File: src/verilog/tma_pkg.sv
// Constants, register map and enumerations of the three-channel timer.
// Assumes a 32-bit AXI4-Lite slave with byte addresses of aligned words.
// Operation
// - Channels idle until their start bit is set
// - Counter reads return the live count
// - Timer mode read during reload gives all ones
// - Stopped write then read returns written value
// - Event reads: underflow all ones, overflow zeros
// - One-shot stop: halt, reload, output low
// - One-shot stop raises request one cycle later
// - One-shot output aligned to count source
// - Selecting one-shot mode raises a request
// - Retrigger: count once more, reload, continue
package tma_pkg;
   // Byte offsets
   localparam logic [7:0] OFF_START = 8'h00;
   localparam logic [7:0] OFF_ONESHOT = 8'h04;
   localparam logic [7:0] OFF_TRIGSEL = 8'h08;
   localparam logic [7:0] OFF_UPDOWN = 8'h0C;
   localparam logic [7:0] OFF_IRQ_ST = 8'h10;
   localparam logic [7:0] OFF_IRQ_MSK = 8'h14;
   localparam logic [7:0] OFF_MODE0 = 8'h20;
   localparam logic [7:0] OFF_COUNT0 = 8'h30;
   localparam logic [7:0] CH_STRIDE = 8'h04;
   // Mode register fields
   localparam int MODE_LSB = 0;
   localparam int SRC_BIT = 2;
   // Trigger select field width per channel
   localparam int TSEL_W = 2;
   // Reset and special values
   localparam logic [15:0] CNT_RST = 16'h0000;
   localparam logic [15:0] ALL_ONES = 16'hFFFF;
   localparam logic [7:0] MODE_RST = 8'h00;
   localparam int PRESCALE_DEF = 8;
   localparam logic [1:0] RESP_OKAY = 2'b00;
   typedef enum logic [1:0] {
      TMA_MODE_TIMER = 2'b00,
      TMA_MODE_EVENT = 2'b01,
      TMA_MODE_ONESHOT = 2'b10,
      TMA_MODE_RSVD = 2'b11
   } tma_mode_t;
   typedef enum logic [1:0] {
      TMA_TRG_SW = 2'b00,
      TMA_TRG_FALL = 2'b01,
      TMA_TRG_RISE = 2'b10,
      TMA_TRG_BOTH = 2'b11
   } tma_trig_t;
   typedef enum logic {
      TMA_BUS_IDLE = 1'b0,
      TMA_BUS_RESP = 1'b1
   } tma_bus_t;
endpackage

File: src/verilog/tma_regbus_if.sv
// Internal register strobe bus between the AXI slave and the timer core.
// Assumes one clock; strobes are single-cycle, read data is combinational.
`timescale 1ns/100ps
interface tma_regbus_if;
   logic wr_en;
   logic [7:0] wr_addr;
   logic [31:0] wr_data;
   logic rd_en;
   logic [7:0] rd_addr;
   logic [31:0] rd_data;
   modport bus (output wr_en, output wr_addr, output wr_data,
      output rd_en, output rd_addr, input rd_data);
   modport regs (input wr_en, input wr_addr, input wr_data,
      input rd_en, input rd_addr, output rd_data);
endinterface

File: src/verilog/tma_axil_slave.sv
// AXI4-Lite slave that turns bus transfers into register strobes.
// Assumes the core answers reads in the same cycle as the strobe.
`timescale 1ns/100ps
module tma_axil_slave (
   input wire logic aclk,
   input wire logic aresetn,
   input wire logic [7:0] awaddr,
   input wire logic awvalid,
   output logic awready,
   input wire logic [31:0] wdata,
   input wire logic [3:0] wstrb,
   input wire logic wvalid,
   output logic wready,
   output logic [1:0] bresp,
   output logic bvalid,
   input wire logic bready,
   input wire logic [7:0] araddr,
   input wire logic arvalid,
   output logic arready,
   output logic [31:0] rdata,
   output logic [1:0] rresp,
   output logic rvalid,
   input wire logic rready,
   tma_regbus_if.bus rb
);
   typedef struct packed {
      tma_pkg::tma_bus_t wst;
      tma_pkg::tma_bus_t rst;
      logic [31:0] rdata;
   } tma_axs_t;
   tma_axs_t s_reg;
   tma_axs_t s_next;
   logic wr_go;
   logic rd_go;

   ////////////////////////////////////////////////////////////////////////
   // Address and data are taken together so no skid storage is needed
   assign wr_go = awvalid && wvalid && (s_reg.wst == tma_pkg::TMA_BUS_IDLE);
   assign rd_go = arvalid && (s_reg.rst == tma_pkg::TMA_BUS_IDLE);
   assign awready = wr_go;
   assign wready = wr_go;
   assign arready = rd_go;
   assign bvalid = (s_reg.wst == tma_pkg::TMA_BUS_RESP);
   assign rvalid = (s_reg.rst == tma_pkg::TMA_BUS_RESP);
   assign bresp = tma_pkg::RESP_OKAY;
   assign rresp = tma_pkg::RESP_OKAY;
   assign rdata = s_reg.rdata;
   // Partial writes are dropped; registers are only written whole
   assign rb.wr_en = wr_go && (wstrb == 4'hF);
   assign rb.wr_addr = awaddr;
   assign rb.wr_data = wdata;
   assign rb.rd_en = rd_go;
   assign rb.rd_addr = araddr;

   // Response state of both channels
   always_comb begin
      s_next = s_reg;
      case (s_reg.wst)
         tma_pkg::TMA_BUS_IDLE: if (wr_go) s_next.wst = tma_pkg::TMA_BUS_RESP;
         tma_pkg::TMA_BUS_RESP: if (bready) s_next.wst = tma_pkg::TMA_BUS_IDLE;
         default: s_next.wst = tma_pkg::TMA_BUS_IDLE;
      endcase
      case (s_reg.rst)
         tma_pkg::TMA_BUS_IDLE: begin
            if (rd_go) begin
               s_next.rst = tma_pkg::TMA_BUS_RESP;
               s_next.rdata = rb.rd_data;
            end
         end
         tma_pkg::TMA_BUS_RESP: if (rready) s_next.rst = tma_pkg::TMA_BUS_IDLE;
         default: s_next.rst = tma_pkg::TMA_BUS_IDLE;
      endcase
   end

   always_ff @(posedge aclk) begin
      if (!aresetn) begin
         s_reg <= '0;
      end else begin
         s_reg <= s_next;
      end
   end
endmodule

File: src/verilog/tma_timer.sv
// Three-channel 16-bit timer core: timer, event counter and one-shot modes.
// Assumes AXI4-Lite from the bus slave; input pins are asynchronous.
`timescale 1ns/100ps
module tma_timer #(
   parameter int NCH = 3,
   parameter int PRESCALE = tma_pkg::PRESCALE_DEF
) (
   input wire logic aclk,
   input wire logic aresetn,
   input wire logic [7:0] awaddr,
   input wire logic awvalid,
   output logic awready,
   input wire logic [31:0] wdata,
   input wire logic [3:0] wstrb,
   input wire logic wvalid,
   output logic wready,
   output logic [1:0] bresp,
   output logic bvalid,
   input wire logic bready,
   input wire logic [7:0] araddr,
   input wire logic arvalid,
   output logic arready,
   output logic [31:0] rdata,
   output logic [1:0] rresp,
   output logic rvalid,
   input wire logic rready,
   input wire logic [NCH-1:0] timer_input_pin,
   output logic [NCH-1:0] timer_output_pin,
   output logic irq
);
   // Address map holds at most four channels
   if (NCH < 1 || NCH > 4) begin : g_nch_chk
      $error("NCH must be 1 to 4");
   end
   if (PRESCALE < 2 || PRESCALE > 65536) begin : g_pre_chk
      $error("PRESCALE must be 2 to 65536");
   end

   localparam logic [15:0] PRE_LAST = 16'(PRESCALE - 1);

   typedef struct packed {
      logic [NCH-1:0] start;
      logic [NCH-1:0][7:0] mode;
      logic [NCH-1:0][15:0] cnt;
      logic [NCH-1:0][15:0] rld;
      logic [NCH-1:0] updn;
      logic [7:0] oneshot_start_flags_reg;
      logic [7:0] tsel;
      logic [NCH-1:0] irq_st;
      logic [NCH-1:0] irq_msk;
      logic [NCH-1:0] run;
      logic [NCH-1:0] out;
      logic [NCH-1:0] pend1;
      logic [NCH-1:0] pend2;
      logic [NCH-1:0] stop_d;
      logic [NCH-1:0] sync1;
      logic [NCH-1:0] sync2;
      logic [NCH-1:0] prev;
      logic [15:0] div;
   } tma_st_t;

   tma_st_t st_reg;
   tma_st_t st_next;
   tma_regbus_if rb ();

   logic div_tick;
   logic [NCH-1:0] tick;
   logic [NCH-1:0] rise;
   logic [NCH-1:0] fall;
   logic [NCH-1:0] reload_now;
   logic [NCH-1:0] over_now;

   ////////////////////////////////////////////////////////////////////////
   // Bus slave
   tma_axil_slave u_slave (
      .aclk(aclk),
      .aresetn(aresetn),
      .awaddr(awaddr),
      .awvalid(awvalid),
      .awready(awready),
      .wdata(wdata),
      .wstrb(wstrb),
      .wvalid(wvalid),
      .wready(wready),
      .bresp(bresp),
      .bvalid(bvalid),
      .bready(bready),
      .araddr(araddr),
      .arvalid(arvalid),
      .arready(arready),
      .rdata(rdata),
      .rresp(rresp),
      .rvalid(rvalid),
      .rready(rready),
      .rb(rb)
   );

   ////////////////////////////////////////////////////////////////////////
   // Helpers
   function automatic tma_pkg::tma_mode_t mode_of(input logic [7:0] m);
      return tma_pkg::tma_mode_t'(m[tma_pkg::MODE_LSB +: 2]);
   endfunction

   function automatic logic [7:0] ch_addr(input logic [7:0] base, input int i);
      return base + 8'(i * 4);
   endfunction

   ////////////////////////////////////////////////////////////////////////
   // Count-source strobes and pin edges
   assign div_tick = (st_reg.div == PRE_LAST);
   always_comb begin
      for (int i = 0; i < NCH; i++) begin
         tick[i] = st_reg.mode[i][tma_pkg::SRC_BIT] ? div_tick : 1'b1;
         rise[i] = st_reg.sync2[i] && !st_reg.prev[i];
         fall[i] = !st_reg.sync2[i] && st_reg.prev[i];
      end
   end

   // Reload and overflow moments, seen by reads in the same cycle
   always_comb begin
      for (int i = 0; i < NCH; i++) begin
         reload_now[i] = 1'b0;
         over_now[i] = 1'b0;
         if (st_reg.start[i]) begin
            case (mode_of(st_reg.mode[i]))
               tma_pkg::TMA_MODE_TIMER:
                  reload_now[i] = tick[i] && (st_reg.cnt[i] == tma_pkg::CNT_RST);
               tma_pkg::TMA_MODE_EVENT: begin
                  reload_now[i] = rise[i] && !st_reg.updn[i]
                     && (st_reg.cnt[i] == tma_pkg::CNT_RST);
                  over_now[i] = rise[i] && st_reg.updn[i]
                     && (st_reg.cnt[i] == tma_pkg::ALL_ONES);
               end
               default: reload_now[i] = 1'b0;
            endcase
         end
      end
   end

   ////////////////////////////////////////////////////////////////////////
   // Register read mux
   always_comb begin
      rb.rd_data = '0;
      case (rb.rd_addr)
         tma_pkg::OFF_START: rb.rd_data = 32'(st_reg.start);
         tma_pkg::OFF_ONESHOT: rb.rd_data = {24'h000000, st_reg.oneshot_start_flags_reg};
         tma_pkg::OFF_TRIGSEL: rb.rd_data = {24'h000000, st_reg.tsel};
         tma_pkg::OFF_UPDOWN: rb.rd_data = 32'(st_reg.updn);
         tma_pkg::OFF_IRQ_ST: rb.rd_data = 32'(st_reg.irq_st);
         tma_pkg::OFF_IRQ_MSK: rb.rd_data = 32'(st_reg.irq_msk);
         default: rb.rd_data = '0;
      endcase
      for (int i = 0; i < NCH; i++) begin
         if (rb.rd_addr == ch_addr(tma_pkg::OFF_MODE0, i)) begin
            rb.rd_data = {24'h000000, st_reg.mode[i]};
         end
         if (rb.rd_addr == ch_addr(tma_pkg::OFF_COUNT0, i)) begin
            if (reload_now[i]) begin
               rb.rd_data = {16'h0000, tma_pkg::ALL_ONES};
            end else if (over_now[i]) begin
               rb.rd_data = {16'h0000, tma_pkg::CNT_RST};
            end else begin
               rb.rd_data = {16'h0000, st_reg.cnt[i]};
            end
         end
      end
   end

   ////////////////////////////////////////////////////////////////////////
   // Next state: registers, counters and requests
   always_comb begin
      logic [NCH-1:0] irq_set;
      logic trig;
      tma_pkg::tma_trig_t ts;
      irq_set = '0;
      trig = 1'b0;
      ts = tma_pkg::TMA_TRG_SW;
      st_next = st_reg;
      st_next.sync1 = timer_input_pin;
      st_next.sync2 = st_reg.sync1;
      st_next.prev = st_reg.sync2;
      st_next.div = div_tick ? 16'h0000 : st_reg.div + 16'h0001;
      st_next.stop_d = '0;
      st_next.oneshot_start_flags_reg[NCH-1:0] = '0; // Software triggers are one-cycle strobes
      // Register writes
      if (rb.wr_en) begin
         case (rb.wr_addr)
            tma_pkg::OFF_START: st_next.start = rb.wr_data[NCH-1:0];
            tma_pkg::OFF_ONESHOT: st_next.oneshot_start_flags_reg = rb.wr_data[7:0];
            tma_pkg::OFF_TRIGSEL: st_next.tsel = rb.wr_data[7:0];
            tma_pkg::OFF_UPDOWN: st_next.updn = rb.wr_data[NCH-1:0];
            tma_pkg::OFF_IRQ_MSK: st_next.irq_msk = rb.wr_data[NCH-1:0];
            default: st_next.start = st_reg.start;
         endcase
      end
      for (int i = 0; i < NCH; i++) begin
         ts = tma_pkg::tma_trig_t'(st_reg.tsel[i*tma_pkg::TSEL_W +: tma_pkg::TSEL_W]);
         case (ts)
            tma_pkg::TMA_TRG_FALL: trig = fall[i];
            tma_pkg::TMA_TRG_RISE: trig = rise[i];
            tma_pkg::TMA_TRG_BOTH: trig = rise[i] || fall[i];
            default: trig = 1'b0;
         endcase
         trig = trig || st_reg.oneshot_start_flags_reg[i];
         // Mode write: entering one-shot from another mode requests
         if (rb.wr_en && rb.wr_addr == ch_addr(tma_pkg::OFF_MODE0, i)) begin
            st_next.mode[i] = rb.wr_data[7:0];
            if (mode_of(rb.wr_data[7:0]) == tma_pkg::TMA_MODE_ONESHOT
                  && mode_of(st_reg.mode[i]) != tma_pkg::TMA_MODE_ONESHOT) begin
               irq_set[i] = 1'b1;
            end
         end
         // Counting, only while started
         if (st_reg.start[i]) begin
            case (mode_of(st_reg.mode[i]))
               tma_pkg::TMA_MODE_TIMER: begin
                  if (reload_now[i]) begin
                     st_next.cnt[i] = st_reg.rld[i];
                     irq_set[i] = 1'b1;
                  end else if (tick[i]) begin
                     st_next.cnt[i] = st_reg.cnt[i] - 16'h0001;
                  end
               end
               tma_pkg::TMA_MODE_EVENT: begin
                  if (reload_now[i] || over_now[i]) begin
                     st_next.cnt[i] = st_reg.rld[i];
                     irq_set[i] = 1'b1;
                  end else if (rise[i]) begin
                     st_next.cnt[i] = st_reg.updn[i] ? st_reg.cnt[i] + 16'h0001
                        : st_reg.cnt[i] - 16'h0001;
                  end
               end
               tma_pkg::TMA_MODE_ONESHOT: begin
                  // Triggers wait for the count source so the pulse is aligned
                  if (trig) st_next.pend1[i] = 1'b1;
                  if (tick[i]) begin
                     if (st_reg.pend1[i] && !st_reg.run[i]) begin
                        st_next.pend1[i] = 1'b0;
                        st_next.run[i] = 1'b1;
                        st_next.out[i] = 1'b1;
                        st_next.cnt[i] = st_reg.rld[i];
                     end else if (st_reg.run[i]) begin
                        if (st_reg.pend2[i]) begin
                           st_next.pend2[i] = 1'b0;
                           st_next.cnt[i] = st_reg.rld[i];
                        end else if (st_reg.cnt[i] == tma_pkg::CNT_RST) begin
                           st_next.run[i] = 1'b0;
                           st_next.out[i] = 1'b0;
                           st_next.cnt[i] = st_reg.rld[i];
                           irq_set[i] = 1'b1;
                        end else begin
                           st_next.cnt[i] = st_reg.cnt[i] - 16'h0001;
                           if (st_reg.pend1[i]) begin
                              st_next.pend1[i] = 1'b0;
                              st_next.pend2[i] = 1'b1;
                           end
                        end
                     end
                  end
               end
               default: st_next.cnt[i] = st_reg.cnt[i];
            endcase
         end
         // Start bit cleared in one-shot: halt, reload, drop output
         if (st_reg.start[i] && !st_next.start[i]
               && mode_of(st_reg.mode[i]) == tma_pkg::TMA_MODE_ONESHOT) begin
            st_next.run[i] = 1'b0;
            st_next.out[i] = 1'b0;
            st_next.pend1[i] = 1'b0;
            st_next.pend2[i] = 1'b0;
            st_next.cnt[i] = st_reg.rld[i];
            st_next.stop_d[i] = 1'b1;
         end
         if (st_reg.stop_d[i]) irq_set[i] = 1'b1;
         if (!st_reg.start[i]) begin
            st_next.run[i] = 1'b0;
            st_next.pend1[i] = 1'b0;
            st_next.pend2[i] = 1'b0;
         end
         // Counter write: reload always, counter too while stopped
         if (rb.wr_en && rb.wr_addr == ch_addr(tma_pkg::OFF_COUNT0, i)) begin
            st_next.rld[i] = rb.wr_data[15:0];
            if (!st_reg.start[i]) st_next.cnt[i] = rb.wr_data[15:0];
         end
      end
      // Write-one-to-clear; a same-cycle event wins over the clear
      if (rb.wr_en && rb.wr_addr == tma_pkg::OFF_IRQ_ST) begin
         st_next.irq_st = st_reg.irq_st & ~rb.wr_data[NCH-1:0];
      end
      st_next.irq_st = st_next.irq_st | irq_set;
   end

   always_ff @(posedge aclk) begin
      if (!aresetn) begin
         st_reg <= '0;
      end else begin
         st_reg <= st_next;
      end
   end

   assign timer_output_pin = st_reg.out;
   assign irq = |(st_reg.irq_st & st_reg.irq_msk);

   logic cnt0_wr;
   logic cnt0_rd;
   tma_pkg::tma_mode_t m0;
   assign cnt0_wr = rb.wr_en && rb.wr_addr == tma_pkg::OFF_COUNT0;
   assign cnt0_rd = rb.rd_en && rb.rd_addr == tma_pkg::OFF_COUNT0;
   assign m0 = mode_of(st_reg.mode[0]);
endmodule

File: config.mk
export PLATFORM = sky130hd
export DESIGN_NAME = tma_timer
export DESIGN_NICKNAME = d
export VERILOG_FILES = /design/src/verilog/tma_pkg.sv /design/src/verilog/tma_regbus_if.sv /design/src/verilog/tma_axil_slave.sv /design/src/verilog/tma_timer.sv
export SDC_FILE = /design/constraint.sdc
export NUM_CORES = 1
export LEC_CHECK = 0
export BUFFER_PORTS_ARGS = -buffer_cell sky130_fd_sc_hd__buf_4
export CORE_AREA = 2 2 268 217
export CTS_BUF_LIST = sky130_fd_sc_hd__clkbuf_2
export CTS_CLUSTER_SIZE = 40
export DETAILED_ROUTE_END_ITERATION = 6
export DIE_AREA = 0 0 270 219
export PLACE_DENSITY = 0.56
export SYNTH_ARGS = -nofsm -noshare
export SYNTH_HDL_FRONTEND = slang
export SYNTH_SLANG_ARGS = --single-unit
File: constraint.sdc
create_clock -name aclk -period 3.8 [get_ports aclk]
set_clock_uncertainty 0.1 [all_clocks]
set_input_delay 0.76 -clock aclk [delete_from_list [all_inputs] [get_ports aclk]]
set_output_delay 0.76 -clock aclk [all_outputs]
set_load 0.02 [all_outputs]
==> impl_metrics.env <==
export IMPL_timing_slew_headroom=0.189
export IMPL_synth_main_ff_cell="dfxtp_1"
export IMPL_ir_drop_uv=167
export IMPL_finalHoldViolCount=0
export IMPL_ios=107
export IMPL_yosysSeqAreaShare=0.246
export IMPL_p_total_mw=4.35
export IMPL_fin_crit_sh=0.977
export IMPL_grt_max_degree=74
export IMPL_slowest_stage="and4_1"
export IMPL_core_sq_um=56300
export IMPL_syn_to_final_growth_pct=14.5
export IMPL_clk_path_buf_depth=3
export IMPL_setup_violations_final=0
export IMPL_syn_instance_count=2398
export IMPL_start_util=0.298
export IMPL_crit_required_ns=4.64
export IMPL_htree_levels=2
export IMPL_synth_top_area_frac=0.246
export IMPL_drt_iter0_markers=2661
export IMPL_fin_tns_setup_ns=0
export IMPL_async_reset_ff_frac=0
export IMPL_vias=19800
export IMPL_cts_setup_buffers=0
export IMPL_synth_cell_types=99
export IMPL_crit_path_end_kind="register"
export IMPL_place_congestion=1.03
export IMPL_crit_fanout=12
export IMPL_clk_pin_slew_ns=0.10
export IMPL_grt_pass1_vias=18300
export IMPL_drv_cap=0
export IMPL_post_cts_resized=0
export IMPL_drc_errors=0
export IMPL_avgRoutedWirePerCell_um=24.1
export IMPL_io_buffers=70
export IMPL_numCtsBuffers=58
export IMPL_vias_per_cell=6.06
export IMPL_num_rows=78
export IMPL_start_kind="register"
export IMPL_p_leak_nw=7.02
export IMPL_num_nets_final=2548
export IMPL_arrival_ns=4.56
export IMPL_critPathKind="reg -> reg"
export IMPL_drive_gt1_frac=0.149
export IMPL_grt_remaining_overflow=0
export IMPL_hpwlAfterDp_um=55800
export IMPL_path_cells="inv_1 -> ha_1 -> nor4b_1 -> and4_1 -> a21oi_1 -> and2_1 -> a211o_1 -> a2111oi_2 -> o22ai_1"
export IMPL_clock_sinks=206
export IMPL_hold_path_class="in -> reg"
export IMPL_ant_nets=0
export IMPL_synth_avg_cell_area_sq_um=7.00
export IMPL_fmax_ghz=0.269
export IMPL_fillers=6169
export IMPL_hold_buffers=26
export IMPL_ys_warn_count=0
export IMPL_status="finished clean"
export IMPL_cts_tree="built"
export IMPL_wl_um=78800
export IMPL_grt_pass1_wl_um=118000
export IMPL_power_density_nw_per_um2=226
export IMPL_synth_seq_cells=206
export IMPL_track_usage=0.258
export IMPL_finalMaxSlewViolations=0
export IMPL_insertion_delay_ns=1.18
export IMPL_yosys_top_cells_area="dfxtp_1 25%, a21oi_1 7.1%, nand2_1 6.8%"
export IMPL_netlist_area_sq_um=16800
export IMPL_root_buffer="clkbuf_2"
export IMPL_antenna_found_initial=1
export IMPL_die_w_um=270
export IMPL_die_h_um=219
export IMPL_first_pass_iters=6
export IMPL_die_area_sq_um=59100
export IMPL_cp_slowest_stage_delay_ns=0.61
export IMPL_rsz0062_at_grt="no"
export IMPL_period_minus_slack_ns=3.71
export IMPL_largest_reg_flops=177
export IMPL_synth_top_area_cell="dfxtp_1"
export IMPL_synth_edf_count=0
export IMPL_tightest_slew_ns=1.22
-- path summary, 6_finish.rpt --
kind	from	depth (start not counted)	endpoint	slack, ns
worst max-delay path	st_reg[146]	9	st_reg[145]	0.09
worst min-delay path	awvalid	4	u_slave.bvalid	0.09
worst max register to register	st_reg[146]	9	st_reg[145]	0.09
worst min register to register	st_reg[27]	2	st_reg[45]	0.34
-- metal layers --
layer,vias to the layer above,part of all wire,GRT usage
met1,9481,0.45,0.379
li1,8953,-,-
met2,1200,0.40,0.360
met5,-,0,0
met3,161,0.12,0.0588
met4,0,0.033,0.101
-- final cells by class --
class,count,area [sq um],area share
multi-input cells,1911,11500,0.600
diodes,1,2.50,0.000130
inverters,44,168,0.00873
well taps,760,951,0.0495
flip-flops and latches,206,4120,0.215
repair buffers,249,1950,0.101
clock inverters,14,80.1,0.00417
clock buffers,82,410,0.0214
-- power breakdown --
part	switching [mW]	internal, mW
clock	1.14	0.598
combinational	0.289	0.144
sequential	0.0108	2.17
-- Yosys cell counts, drive strengths merged (16+ instances only) --
cell type and instances:
xor2 37, nor2b 22, o21ai 149, a22oi 28
nor3 67, a21oi 240, and3 28, buf 59
o22ai 61, a31oi 43, xnor2 50, o211ai 32
inv 41, clkbuf 197, dfxtp 206, a211oi 42
or4 24, nand4 31, nand2b 22, mux2i 68
nand2 304, nor2 230, o221ai 24, nand3 65
ha 16, nor4 37, a221oi 16, or3 20
a21o 19
-- kinds of logic after synthesis --
| logic type | after synthesis | share of synthesized area |
|---|---|---|
| simple gates | 910 | 0.262 |
| mux | 78 | 0.0473 |
| compound gates | 800 | 0.313 |
| flops | 206 | 0.246 |
| xor+xnor | 87 | 0.0454 |
| fa+ha+maj | 16 | 0.0119 |
| other cells | 1 | 0.000223 |
| buf+inv | 300 | 0.0752 |
-- cells in the final DEF (no fill, tap or decap), types with 43 or more instances in the layout --
master	n
nand2_1	304
a21oi_1	238
nor2_1	225
buf_4	222
dfxtp_1	206
o21ai_0	130
clkbuf_2	82
mux2i_1	68
nand3_1	65
nor3_1	62
o22ai_1	61
xnor2_1	50
a31oi_1	43
-- worst max-delay path, delay by kind of cell, from the launching register on --
family	cells	cell delay, ns
adder cells (fa/ha/maj)	1	0.29
buffers and inverters	1	0.18
AND/OR/NAND/NOR	3	1.50
AO/OA/AOI/OAI	4	1.02
flip-flops	1	0.47
-- metrics by stage --
stage | setup slack, ns | hold WS (ns) | area (sq um) | utilization | cells
4_1_cts | 0.253 | 0.00270 | 19200 | 0.341 | 3266
6_report | 0.0877 | 0.0933 | 19200 | 0.341 | 3267
3_5_place_dp | 0.275 | 0.322 | 18500 | 0.328 | 3144
2_1_floorplan | 0.801 | 0.312 | 16900 | - | 2417
3_3_place_gp | 0.244 | 0.318 | 18500 | 0.328 | 3144
5_1_grt | 0.0195 | 0.0661 | 19200 | 0.341 | 3267
Power figures use the tool's default switching activity.
